### config.mk
export PLATFORM = sky130hd
export DESIGN_NAME = iepu_top
export DESIGN_NICKNAME = d
export VERILOG_FILES = /design/src/verilog/iepu_pkg.sv /design/src/verilog/iepu_top.sv
export SDC_FILE = /design/constraint.sdc
export NUM_CORES = 1
export LEC_CHECK = 0
export ABC_AREA = 1
export BUFFER_PORTS_ARGS = -buffer_cell sky130_fd_sc_hd__buf_2
export CAP_MARGIN = 20
export CORE_MARGIN = 2
export CORE_UTILIZATION = 45
export DETAILED_ROUTE_END_ITERATION = 8
export PLACE_DENSITY = 0.72
export SLEW_MARGIN = 25
export SYNTH_ARGS = -nofsm -noshare
export SYNTH_HDL_FRONTEND = slang
export SYNTH_SLANG_ARGS = --single-unit
### constraint.sdc
create_clock -name I_CLOCK -period 1.7 [get_ports I_CLOCK]
set_input_delay 0.34 -clock I_CLOCK [delete_from_list [all_inputs] [get_ports I_CLOCK]]
set_output_delay 0.34 -clock I_CLOCK [all_outputs]
set_load 0.05 [all_outputs]
### src/verilog/iepu_pkg.sv
// Constants and types of the interrupt enable and priority unit.
// Assumes an 8-bit special-register bus and a CPU sequencer that
// reports instruction ends and return-from-interrupt completion.
//
// Operation
// RULE1: Sample and priority-decode pending requests every clock
// RULE2: Response is one detect plus four call cycles
// RULE3: After return, one instruction runs before next call
// RULE4: Worst response eighteen clocks through return and divide
// RULE5: Equal or higher running level blocks new requests
// RULE6: Global enable top bit gates every source mask
// RULE7: Enable bit six is plain software flag
// RULE8: Enable bits five to zero mask base sources
// RULE9: Priority bits five to zero pick high level
// RULE10: Priority top bits read ones, writes ignored
// RULE11: First extended enable masks eight peripheral sources
// RULE12: Second extended enable masks remaining sources
// RULE13: Second extended enable bit six reads zero
// RULE14: High level preempts low, high never preempted
// RULE15: Same level resolved by lowest source order
// RULE16: Flags pend regardless of mask; masked ignored
// RULE17: Enable and priority also take bit writes
package iepu_pkg;

  // ************************************************************
  // Register map
  // ************************************************************
  localparam logic [7:0] IEPU_ADDR_PEN    = 8'ha8;  // primary_interrupt_enable
  localparam logic [7:0] IEPU_ADDR_PRI    = 8'hb8;  // primary_interrupt_priority
  localparam logic [7:0] IEPU_ADDR_XEN1   = 8'he6;  // extended_interrupt_enable_one
  localparam logic [7:0] IEPU_ADDR_XEN2   = 8'he7;  // extended_interrupt_enable_two
  localparam logic [7:0] IEPU_ADDR_STAT   = 8'hd9;  // Sticky event status
  localparam logic [7:0] IEPU_ADDR_MASK   = 8'hda;  // Event interrupt mask
  localparam logic [7:0] IEPU_RESET_VAL   = 8'h00;  // Reset of all registers
  localparam logic [7:0] IEPU_RD_UNMAPPED = 8'h00;  // Answer to unknown address

  // ************************************************************
  // Field layout
  // ************************************************************
  localparam int          IEPU_BIT_GLOBAL   = 7;      // global_irq_enable
  localparam int          IEPU_BIT_SOFTFLAG = 6;      // soft_flag_zero
  localparam int          IEPU_BASE_SRC     = 6;      // Sources in primary regs
  localparam logic [1:0]  IEPU_PRI_TOP_READ = 2'h3;   // Fixed top of priority
  localparam int          IEPU_XEN2_RSVD    = 6;      // Reserved enable bit
  localparam logic [4:0]  IEPU_BITADR_PEN   = 5'h15;  // Bit space 0xa8..0xaf
  localparam logic [4:0]  IEPU_BITADR_PRI   = 5'h17;  // Bit space 0xb8..0xbf

  // ************************************************************
  // Sources and vectors
  // ************************************************************
  localparam int          IEPU_NUM_SRC   = 22;        // Orders 0 to 21
  localparam int          IEPU_IDX_W     = 5;         // Width of a source order
  localparam logic [15:0] IEPU_VEC_BASE  = 16'h0003;  // Vector of order 0
  localparam int          IEPU_VEC_SHIFT = 3;         // Eight bytes per vector

  // ************************************************************
  // Event status bits
  // ************************************************************
  localparam int IEPU_EV_ENTER   = 0;  // A service call completed
  localparam int IEPU_EV_PREEMPT = 1;  // High level entered over low
  localparam int IEPU_EV_RETURN  = 2;  // A return popped a level
  localparam int IEPU_NUM_EV     = 3;

  // ************************************************************
  // Timing
  // ************************************************************
  localparam int IEPU_CLK_NS     = 40;                         // 25 MHz clock
  localparam int IEPU_DETECT_CYC = 1;                          // Detect stage
  localparam int IEPU_LCALL_CYC  = 4;                          // Call length
  localparam int IEPU_MIN_RESP   = IEPU_DETECT_CYC + IEPU_LCALL_CYC;
  localparam int IEPU_CNT_W      = 2;                          // Call counter

  // Call sequencer states
  typedef enum logic [0:0] {
    IEPU_IDLE = 1'b0,
    IEPU_CALL = 1'b1
  } iepu_state_t;

endpackage

### src/verilog/iepu_top.sv
// Interrupt enable and priority unit: mask and level registers,
// per-clock request decode, and the call sequencer that hands the
// winning vector to the CPU. Assumes the CPU pulses instruction ends
// and holds off fetching while the call is in progress.
`timescale 1ns/10ps
module iepu_top
  import iepu_pkg::*;
#(
  parameter int NUM_SRC = IEPU_NUM_SRC
)(
  // Clock and reset
  input  wire logic                  I_CLOCK,
  input  wire logic                  I_NRST,
  // Register port
  input  wire logic [7:0]            I_ADDR,
  input  wire logic [7:0]            I_WDATA,
  input  wire logic                  I_WR,
  input  wire logic                  I_RD,
  output logic      [7:0]            O_RDATA,
  // Single-bit access
  input  wire logic [7:0]            I_BIT_ADDR,
  input  wire logic                  I_BIT_VAL,
  input  wire logic                  I_BIT_WR,
  // Pending flags, index is source order
  input  wire logic [NUM_SRC-1:0]    I_PENDING,
  // CPU sequencer
  input  wire logic                  I_INSTR_DONE,
  input  wire logic                  I_RETI_DONE,
  output logic                       O_CALL_BUSY,
  output logic                       O_CALL_ENTER,
  output logic      [15:0]           O_VECTOR,
  output logic      [NUM_SRC-1:0]    O_ACK,
  // Event interrupt
  output logic                       O_IRQ
);

  // ************************************************************
  // Declarations
  // ************************************************************
  logic [7:0]            pen_q;        // primary_interrupt_enable
  logic [5:0]            pri_q;        // primary_interrupt_priority low bits
  logic [7:0]            xen1_q;       // extended_interrupt_enable_one
  logic [7:0]            xen2_q;       // extended_interrupt_enable_two
  logic [IEPU_NUM_EV-1:0] stat_q;      // Sticky events
  logic [IEPU_NUM_EV-1:0] emask_q;     // Event mask
  logic [IEPU_NUM_EV-1:0] ev_set;      // Events this cycle
  logic [NUM_SRC-1:0]    enable_vec;   // Per-source enable
  logic [NUM_SRC-1:0]    level_vec;    // Per-source high level
  logic [NUM_SRC-1:0]    eligible;     // Pending and enabled
  logic [NUM_SRC-1:0]    req_hi;       // Eligible at high level
  logic [NUM_SRC-1:0]    req_lo;       // Eligible at low level
  logic                  act_hi_q;     // High level routine running
  logic                  act_lo_q;     // Low level routine running
  logic                  win_valid;    // Combinational winner
  logic [IEPU_IDX_W-1:0] win_idx;
  logic                  win_hi;
  logic                  start_call;   // Begin the call sequence
  iepu_state_t           state_q;
  logic [IEPU_CNT_W-1:0] cnt_q;        // Call cycle counter
  logic [IEPU_IDX_W-1:0] call_idx_q;   // Source being called
  logic                  call_hi_q;    // Level being called
  logic                  call_last;    // Final call cycle
  logic                  bit_pen;      // Bit write hits enable
  logic                  bit_pri;      // Bit write hits priority
  logic [2:0]            bit_pos;      // Bit inside the byte

  // Lowest set order of a request vector
  function automatic logic [IEPU_IDX_W-1:0] lowest(input logic [NUM_SRC-1:0] v);
    logic [IEPU_IDX_W-1:0] r;
    r = '0;
    for (int i = NUM_SRC - 1; i >= 0; i--)
    begin
      if (v[i])
      begin
        r = IEPU_IDX_W'(i);
      end
    end
    return r;
  endfunction

  // ************************************************************
  // Register writes
  // ************************************************************
  assign bit_pos = I_BIT_ADDR[2:0];
  assign bit_pen = I_BIT_WR && (I_BIT_ADDR[7:3] == IEPU_BITADR_PEN);
  assign bit_pri = I_BIT_WR && (I_BIT_ADDR[7:3] == IEPU_BITADR_PRI);

  // Primary enable, byte or bit access; bit 6 is only stored
  always_ff @(posedge I_CLOCK or negedge I_NRST)
  begin
    if (!I_NRST)
    begin
      pen_q <= IEPU_RESET_VAL;
    end
    else if (I_WR && (I_ADDR == IEPU_ADDR_PEN))
    begin
      pen_q <= I_WDATA;  // see RULE7
    end
    else if (bit_pen)
    begin
      pen_q[bit_pos] <= I_BIT_VAL;  // see RULE17
    end
  end

  // Primary priority; the top two bits hold no state at all
  always_ff @(posedge I_CLOCK or negedge I_NRST)
  begin
    if (!I_NRST)
    begin
      pri_q <= IEPU_RESET_VAL[5:0];
    end
    else if (I_WR && (I_ADDR == IEPU_ADDR_PRI))
    begin
      pri_q <= I_WDATA[5:0];  // see RULE10
    end
    else if (bit_pri && (bit_pos < 3'(IEPU_BASE_SRC)))
    begin
      pri_q[bit_pos] <= I_BIT_VAL;  // see RULE17
    end
  end

  // Extended enables; reserved bit is never stored
  always_ff @(posedge I_CLOCK or negedge I_NRST)
  begin
    if (!I_NRST)
    begin
      xen1_q <= IEPU_RESET_VAL;
      xen2_q <= IEPU_RESET_VAL;
    end
    else if (I_WR)
    begin
      if (I_ADDR == IEPU_ADDR_XEN1)
      begin
        xen1_q <= I_WDATA;  // see RULE11
      end
      if (I_ADDR == IEPU_ADDR_XEN2)
      begin
        xen2_q <= I_WDATA;
        xen2_q[IEPU_XEN2_RSVD] <= 1'b0;  // see RULE13
      end
    end
  end

  // ************************************************************
  // Event status and interrupt
  // ************************************************************
  // Set wins over a write-one clear so no event is lost
  always_ff @(posedge I_CLOCK or negedge I_NRST)
  begin
    if (!I_NRST)
    begin
      stat_q <= '0;
    end
    else if (I_WR && (I_ADDR == IEPU_ADDR_STAT))
    begin
      stat_q <= (stat_q & ~I_WDATA[IEPU_NUM_EV-1:0]) | ev_set;
    end
    else
    begin
      stat_q <= stat_q | ev_set;
    end
  end

  // Event mask
  always_ff @(posedge I_CLOCK or negedge I_NRST)
  begin
    if (!I_NRST)
    begin
      emask_q <= '0;
    end
    else if (I_WR && (I_ADDR == IEPU_ADDR_MASK))
    begin
      emask_q <= I_WDATA[IEPU_NUM_EV-1:0];
    end
  end

  assign ev_set[IEPU_EV_ENTER]   = call_last;
  assign ev_set[IEPU_EV_PREEMPT] = call_last && call_hi_q && act_lo_q;
  assign ev_set[IEPU_EV_RETURN]  = I_RETI_DONE && (act_hi_q || act_lo_q);
  assign O_IRQ = |(stat_q & emask_q);

  // ************************************************************
  // Register reads
  // ************************************************************
  // Data stand in the cycle after the read strobe only
  always_ff @(posedge I_CLOCK or negedge I_NRST)
  begin
    if (!I_NRST)
    begin
      O_RDATA <= IEPU_RD_UNMAPPED;
    end
    else if (I_RD)
    begin
      unique case (I_ADDR)
        IEPU_ADDR_PEN:  O_RDATA <= pen_q;
        IEPU_ADDR_PRI:  O_RDATA <= {IEPU_PRI_TOP_READ, pri_q};  // see RULE10
        IEPU_ADDR_XEN1: O_RDATA <= xen1_q;
        IEPU_ADDR_XEN2: O_RDATA <= xen2_q;                      // see RULE13
        IEPU_ADDR_STAT: O_RDATA <= 8'(stat_q);
        IEPU_ADDR_MASK: O_RDATA <= 8'(emask_q);
        default:        O_RDATA <= IEPU_RD_UNMAPPED;
      endcase
    end
    else
    begin
      O_RDATA <= IEPU_RD_UNMAPPED;
    end
  end

  // ************************************************************
  // Request decode
  // ************************************************************
  // Order 0..5 primary, 6..13 first extended, 14..21 second extended;
  // the reserved order 20 follows the always-zero enable bit
  assign enable_vec = {xen2_q, xen1_q, pen_q[IEPU_BASE_SRC-1:0]};  // see RULE8, see RULE12
  // Extended levels live elsewhere, so those sources stay low here
  assign level_vec  = {(NUM_SRC - IEPU_BASE_SRC)'(0), pri_q};      // see RULE9
  // Flags arrive unmasked; masking only hides them from arbitration
  assign eligible   = I_PENDING & enable_vec & {NUM_SRC{pen_q[IEPU_BIT_GLOBAL]}};  // see RULE6
  assign req_hi     = eligible & level_vec;   // see RULE16
  assign req_lo     = eligible & ~level_vec;

  // High wins; a running high routine blocks all, low blocks low
  always_comb
  begin
    win_valid = 1'b0;
    win_idx   = '0;
    win_hi    = 1'b0;
    if (|req_hi && !act_hi_q)
    begin
      win_valid = 1'b1;                       // see RULE14
      win_idx   = lowest(req_hi);             // see RULE15
      win_hi    = 1'b1;
    end
    else if (|req_lo && !act_hi_q && !act_lo_q)
    begin
      win_valid = 1'b1;                       // see RULE5
      win_idx   = lowest(req_lo);
    end
  end

  // ************************************************************
  // Call sequencer
  // ************************************************************
  // This cycle's decode is the detect cycle: a winner seen at an
  // instruction end starts the four call cycles at the next edge
  // A return end never starts a call, so one whole instruction,
  // a divide at worst, runs before the next routine is entered
  assign start_call = (state_q == IEPU_IDLE) && win_valid  // see RULE1
                      && I_INSTR_DONE                      // see RULE2
                      && !I_RETI_DONE;                     // see RULE3, see RULE4
  assign call_last = (state_q == IEPU_CALL)
                     && (cnt_q == IEPU_CNT_W'(IEPU_LCALL_CYC - 1));

  // Call state and counter
  always_ff @(posedge I_CLOCK or negedge I_NRST)
  begin
    if (!I_NRST)
    begin
      state_q    <= IEPU_IDLE;
      cnt_q      <= '0;
      call_idx_q <= '0;
      call_hi_q  <= 1'b0;
    end
    else
    begin
      unique case (state_q)
        IEPU_IDLE:
        begin
          if (start_call)
          begin
            state_q    <= IEPU_CALL;
            cnt_q      <= '0;
            call_idx_q <= win_idx;
            call_hi_q  <= win_hi;
          end
        end
        IEPU_CALL:
        begin
          if (call_last)
          begin
            state_q <= IEPU_IDLE;
          end
          cnt_q <= cnt_q + 1'b1;
        end
      endcase
    end
  end

  // Running levels: pushed at call end, return pops the highest
  always_ff @(posedge I_CLOCK or negedge I_NRST)
  begin
    if (!I_NRST)
    begin
      act_hi_q <= 1'b0;
      act_lo_q <= 1'b0;
    end
    else if (call_last)
    begin
      if (call_hi_q)
      begin
        act_hi_q <= 1'b1;
      end
      else
      begin
        act_lo_q <= 1'b1;
      end
    end
    else if (I_RETI_DONE)
    begin
      if (act_hi_q)
      begin
        act_hi_q <= 1'b0;
      end
      else
      begin
        act_lo_q <= 1'b0;
      end
    end
  end

  // Entry outputs come from flip-flops
  always_ff @(posedge I_CLOCK or negedge I_NRST)
  begin
    if (!I_NRST)
    begin
      O_CALL_ENTER <= 1'b0;
      O_VECTOR     <= '0;
      O_ACK        <= '0;
    end
    else
    begin
      O_CALL_ENTER <= call_last;
      O_ACK        <= '0;
      if (call_last)
      begin
        O_VECTOR <= IEPU_VEC_BASE + (16'(call_idx_q) << IEPU_VEC_SHIFT);
        O_ACK    <= NUM_SRC'(1) << call_idx_q;
      end
    end
  end

  assign O_CALL_BUSY = (state_q == IEPU_CALL);

endmodule

# After elaboration in Yosys (flattened, before gate mapping)
# Cells that the tools add are included.
[op_classes]
bitwise_logic = 11
n_eq_ne = 13
n_reduce_logical = 33
shifts = 1
n_mux = 73
order_cmp = 3
add_sub_neg = 2
[op_table]
columns = ["cell", "count"]
rows = [
  ["$mux W5", 46],
  ["$and A22 B22 Y22", 3],
  ["$eq A8 B8 Y1 const B", 6],
  ["$pmux W8 S6", 1],
  ["$reduce_or A22 Y1", 2],
  ["$mux W8", 3],
  ["$and A22 B6 Y22", 1],
  ["$mux W22", 1],
  ["$not A6 Y22", 1],
  ["$shl A1 B5 Y22 const A", 1],
  ["$logic_and A1 B1 Y1", 18],
  ["$mux W1", 13],
  ["$mux W6", 2],
  ["$eq A5 B5 Y1 const B", 2],
  ["$add A2 B8 Y9 const A", 1],
  ["$bwmux W8", 1],
  ["$reduce_and A2 Y1", 4],
  ["$and A3 B3 Y3", 2],
  ["$bwmux W6", 1],
  ["$ne A2 B2 Y1 const B", 3],
  ["$or A3 B3 Y3", 2],
  ["$reduce_bool A2 Y1", 3],
  ["$lt A3 B4 Y1 const B", 1],
  ["$pmux W2 S2", 1],
  ["15 further kinds", 17],
]
[totals]
inputBits = 54
reg_bits = 93
output_inout_bits = 49
elab_cells = 152

# Depth between registers and ports, before layout
[depth]
depth_word = 27
depth_mapped = 22
depth_no_buf = 22

# Least setup slack after synthesis
# OpenSTA, ideal clock, no wires.
[synth_path]
kind = "register to register"
start = "register pen_q[7]"
end = "register call_idx_q[0]"
setup_slack_ps = -31
path_stages_with_launch = 15
n_path_buf = 1
setup_ps = 73
arrival_time_ps = 1658
synth_period_minus_slack_ps = 1731
t_required_ps = 1627
path_cell_list = "dfrtp_1 buf_6 nand3_1 nand2_1 nor3_2 nand3b_1 nor2_1 nand2_1 nand2_1 inv_2 nand2_4 nand2_4 inv_4 a31oi_2 a21oi_2"
[synth_via]
elab_chain_cells = 26
elab_cells_between_ends = 60
cone_classes = "mux (48); bitwise (3); reduce/logical (9)"
[synth_lines]
columns = ["element", "line_no", "source"]
rows = [
  ["from (decl)", "iepu_top.sv:40", "logic [7:0] pen_q;"],
  ["from (signal assigned)", "iepu_top.sv:93", "pen_q <= IEPU_RESET_VAL;"],
  ["from (signal assigned)", "iepu_top.sv:97", "pen_q <= I_WDATA;"],
  ["from (signal, indexed assignment)", "iepu_top.sv:101", "pen_q[bit_pos] <= I_BIT_VAL;"],
  ["$and A22 B22 Y22 *", "iepu_top.sv:219", "assign eligible = I_PENDING & enable_vec & {NUM_SRC{pen_q[IEPU_BIT_GLOBAL]}};"],
  ["$and A22 B22 Y22", "iepu_top.sv:221", "assign req_lo = eligible & ~level_vec;"],
  ["$mux W5 (22 in a row)", "iepu_top.sv:73", "if (v[i])"],
  ["$mux W5", "iepu_top.sv:235", "else if (|req_lo && !act_hi_q && !act_lo_q)"],
  ["$mux W5", "iepu_top.sv:229", "if (|req_hi && !act_hi_q)"],
  ["to (signal assigned)", "iepu_top.sv:274", "call_idx_q <= win_idx;"],
  ["to (decl)", "iepu_top.sv:60", "logic [IEPU_IDX_W-1:0] call_idx_q;"],
]
# Every way passes the cells marked *; elsewhere a longest branch is shown, timed or not.
# A chain may end at the register's enable or synchronous reset.

# Final worst setup path
[layout_path]
start = "register pen_q[7]"
end = "register call_idx_q[2]"
# The elaborated chain is that of the path after synthesis.

==> flow_summary.json <==
{
  "place_area_mm2": 0.00509,
  "grt_max_degree": 35,
  "dp.cells": 762,
  "grt_overflow": 0,
  "arrival_ps": 2300,
  "wl_per_cell_um": 14.9,
  "antenna_found_initial": 0,
  "cts_root_buf": "clkbuf_8",
  "slew_viol_final": 0,
  "initial_core_util_pct": 46.8,
  "finalCritPeriodShare_pct": 119,
  "port_buffers": 92,
  "grt_pass1_vias": 3997,
  "synth_area_leader_cell": "dfrtp_1",
  "cts_tree": "yes",
  "crit_end": "call_idx_q[2]",
  "syn_inst": 515,
  "cts_buffers": 9,
  "r2r_start": "pen_q[7]",
  "preCtsSetupSlack_ps": -300,
  "required_ps": 1980,
  "crit_fanout": 6,
  "outcome": "finished, violations left",
  "rsz0062_at_grt": "true",
  "synthArstFlopShare_pct": 100,
  "htree_levels": 3,
  "synth.cell_area_mm2": 0.00412,
  "violations": "setup timing",
  "drtIter0Drc": 297,
  "irDropWorstVdd_v": 0.000397,
  "wl_met3_um": 810,
  "viasPerCell": 5.32,
  "hold_depth": 3,
  "hpwlAfterDp_mm": 8.91,
  "cts_max_path_buffers": 2,
  "cts_sinks": 83,
  "maxCapViolations": 0,
  "design_area_mm2": 0.00546,
  "grt.total_usage_pct": 23.7,
  "synthTopCellsByArea": "dfrtp_1 (50%), nand2_1 (10%), nor2_1 (7.4%), inv_1 (5.4%), o21ai_0 (5.2%)",
  "area.growth.synth_to_final_pct": 32.3,
  "fin_util_pct": 61.9,
  "io-pin-count": 103,
  "antenna_left": 0,
  "synth_enable_flop_cells": 0,
  "leakage_uw": 0.00289,
  "core-area_mm2": 0.00881,
  "drt-met1-wl_mm": 5.08,
  "layout_setup_ws_ps": -316,
  "fill_cells": 773,
  "netlist.area_leader.share_pct": 50.4,
  "reg2reg_setup_slack_ps": -320,
  "num_vias": 4178,
  "fin_nets": 728,
  "highest_layer": "met4",
  "ys_warn_count": 0,
  "startpoint": "pen_q[7]",
  "synth_seq_cells": 83,
  "rr_worst_depth": 14,
  "path_class": "flop to flop",
  "powerDensity_mw_per_mm2": 966,
  "routed-wl-met2_mm": 5.53,
  "clkLatencyLatePin_ps": 360,
  "synth_ff_type": "dfrtp_1",
  "startpoint_type": "flop",
  "antenna_cells": 0,
  "dr.pass1.iters": 5,
  "drcViolationCount": 0,
  "grt_pass1_wl_mm": 18.5,
  "fin_skew_ps": 16.7,
  "endpoint_kind": "flop",
  "fin_crit_ps": 2020,
  "fmax_mhz": 496,
  "clk_pin_slew_ps": 90,
  "die_h_um": 99.7,
  "fin_cells": 786,
  "r2r-end": "call_idx_q[2]",
  "hold_class": "primary input to flop",
  "setup_viol": 9,
  "gp_congestion": 0.947,
  "routed_wl_mm": 11.7,
  "synth_cell_type_count": 44,
  "syn_avg_cell_area_um2": 8.01,
  "hold_viol_final": 0,
  "die_area_mm2": 0.00995,
  "drive_gt1_share_pct": 31.7,
  "rows": 34,
  "yosysSeqAreaShare_pct": 50.4,
  "die_width_um": 99.7
}
[cell type report]
cell class / instances / area (um2) / area share [%]
clock inverters: 7 / 56.3 / 1.03
inverters: 64 / 248 / 4.54
flip-flops and latches: 83 / 2080 / 38.1
multi-input cells: 359 / 1820 / 33.4
clock buffers: 9 / 124 / 2.27
well taps: 108 / 135 / 2.48
repair buffers: 156 / 993 / 18.2
[layout by cell type (no fill, tap or decap), types with 4 or more instances in the layout]
cell type and n:
nand4_1 5, o21ai_0 43, nor2_1 69, buf_4 58, dfrtp_1 82, o211ai_1 4
buf_2 91, inv_6 4, nand2_1 108, nor2_2 11, a31oi_1 8, a21oi_1 10
clkbuf_8 9, nand3_1 36, a221oi_1 6, nand3_2 5, conb_1 9, inv_2 6
nor3_1 8, inv_1 57, nand2_2 4
[how the worst min path moves through the flow]
stage	startpoint	end	slack, ps
floorplan	I_NRST	O_ACK[0]	40
detailed placement	I_NRST	pen_q[6]	290
CTS	I_WDATA[0]	xen1_q[0]	210
finish	I_RD	O_RDATA[6]	220
global placement	I_NRST	pen_q[6]	280
global route	I_RD	O_RDATA[6]	220
[power breakdown]
part / total, uW / internal [uW] / leakage, uW / switching [uW]
Combinational: 1560 / 518 / 0.00173 / 1040
Clock: 1320 / 551 / 0.0000910 / 766
Sequential: 2400 / 2200 / 0.00107 / 192
[stage by stage]
step	hold WS [ps]	total power, uW	TNS [ps]
2_1_floorplan	44.4	3360	0
3_3_place_gp	279	3830	-4820
3_5_place_dp	294	3860	-5740
4_1_cts	208	5200	-1510
5_1_grt	218	5560	-3730
6_report	217	5270	-2480
[what timing repair did]
item | in CTS | in global routing
setup endpoints to repair | 9 | 18
buffers inserted | 3 | 4
gates resized for setup | 7 | 27
pin swaps | 4 | 8
hold buffers | 1 | 0
hold endpoints to repair | 23 | 0
[registers in the layout, summed over array words and instances (netlist names), 5 cells and up]
signal	flops
xen2_q	7
xen1_q	8
call_idx_q	5
pri_q	6
pen_q	8
O_ACK	22
O_VECTOR	6
O_RDATA	8
[worst max-delay path, stage by stage (launching register included)]
cell and delay (ps):
dfrtp_2 470, buf_6 140, nand3_1 130, nor2_2 80
nor3_2 200, nand3b_1 160, nor2_2 160, nand2_1 60
nand2_1 70, inv_2 50, nand2_4 80, nand2_8 80
inv_8 80, a21oi_1 50, a22oi_2 120
[per-layer routing]
| layer | global-route usage (%) | up-vias |
|---|---|---|
| li1 | - | 1987 |
| met1 | 32.1 | 1972 |
| met2 | 38.5 | 184 |
| met3 | 3.51 | 35 |
| met4 | 9.38 | 0 |
| met5 | 0 | - |
[cells in the mapped netlist, types with 2 or more instances]
library cell  number
nand4_1            5
inv_2              4
a31oi_1            8
inv_1             59
nand2_1          111
nor2_1            81
o21ai_1            2
o211ai_1           4
dfrtp_1           83
o22ai_1            3
o221ai_1           3
buf_4             10
clkbuf_1           5
or2_2              3
nand2_4            2
a221oi_1           6
a21oi_1           10
nor3_1             8
nand3_1           41
o21ai_0           43
[cell families (layout without fill, tap and decap cells)]
kind of cell               after synthesis  count (layout)  synth area share (%)
and+or+nand+nor                        259             259                  27.0
AOI/OAI and AO/OA                       88              88                  13.2
other                                    1               9                0.0909
adders and majority gates                1               1                 0.303
muxes                                    2               2                 0.516
DFF                                     83              83                  50.4
buffers and inverters                   81             236                  8.56
(Power assumes the default switching activity.)
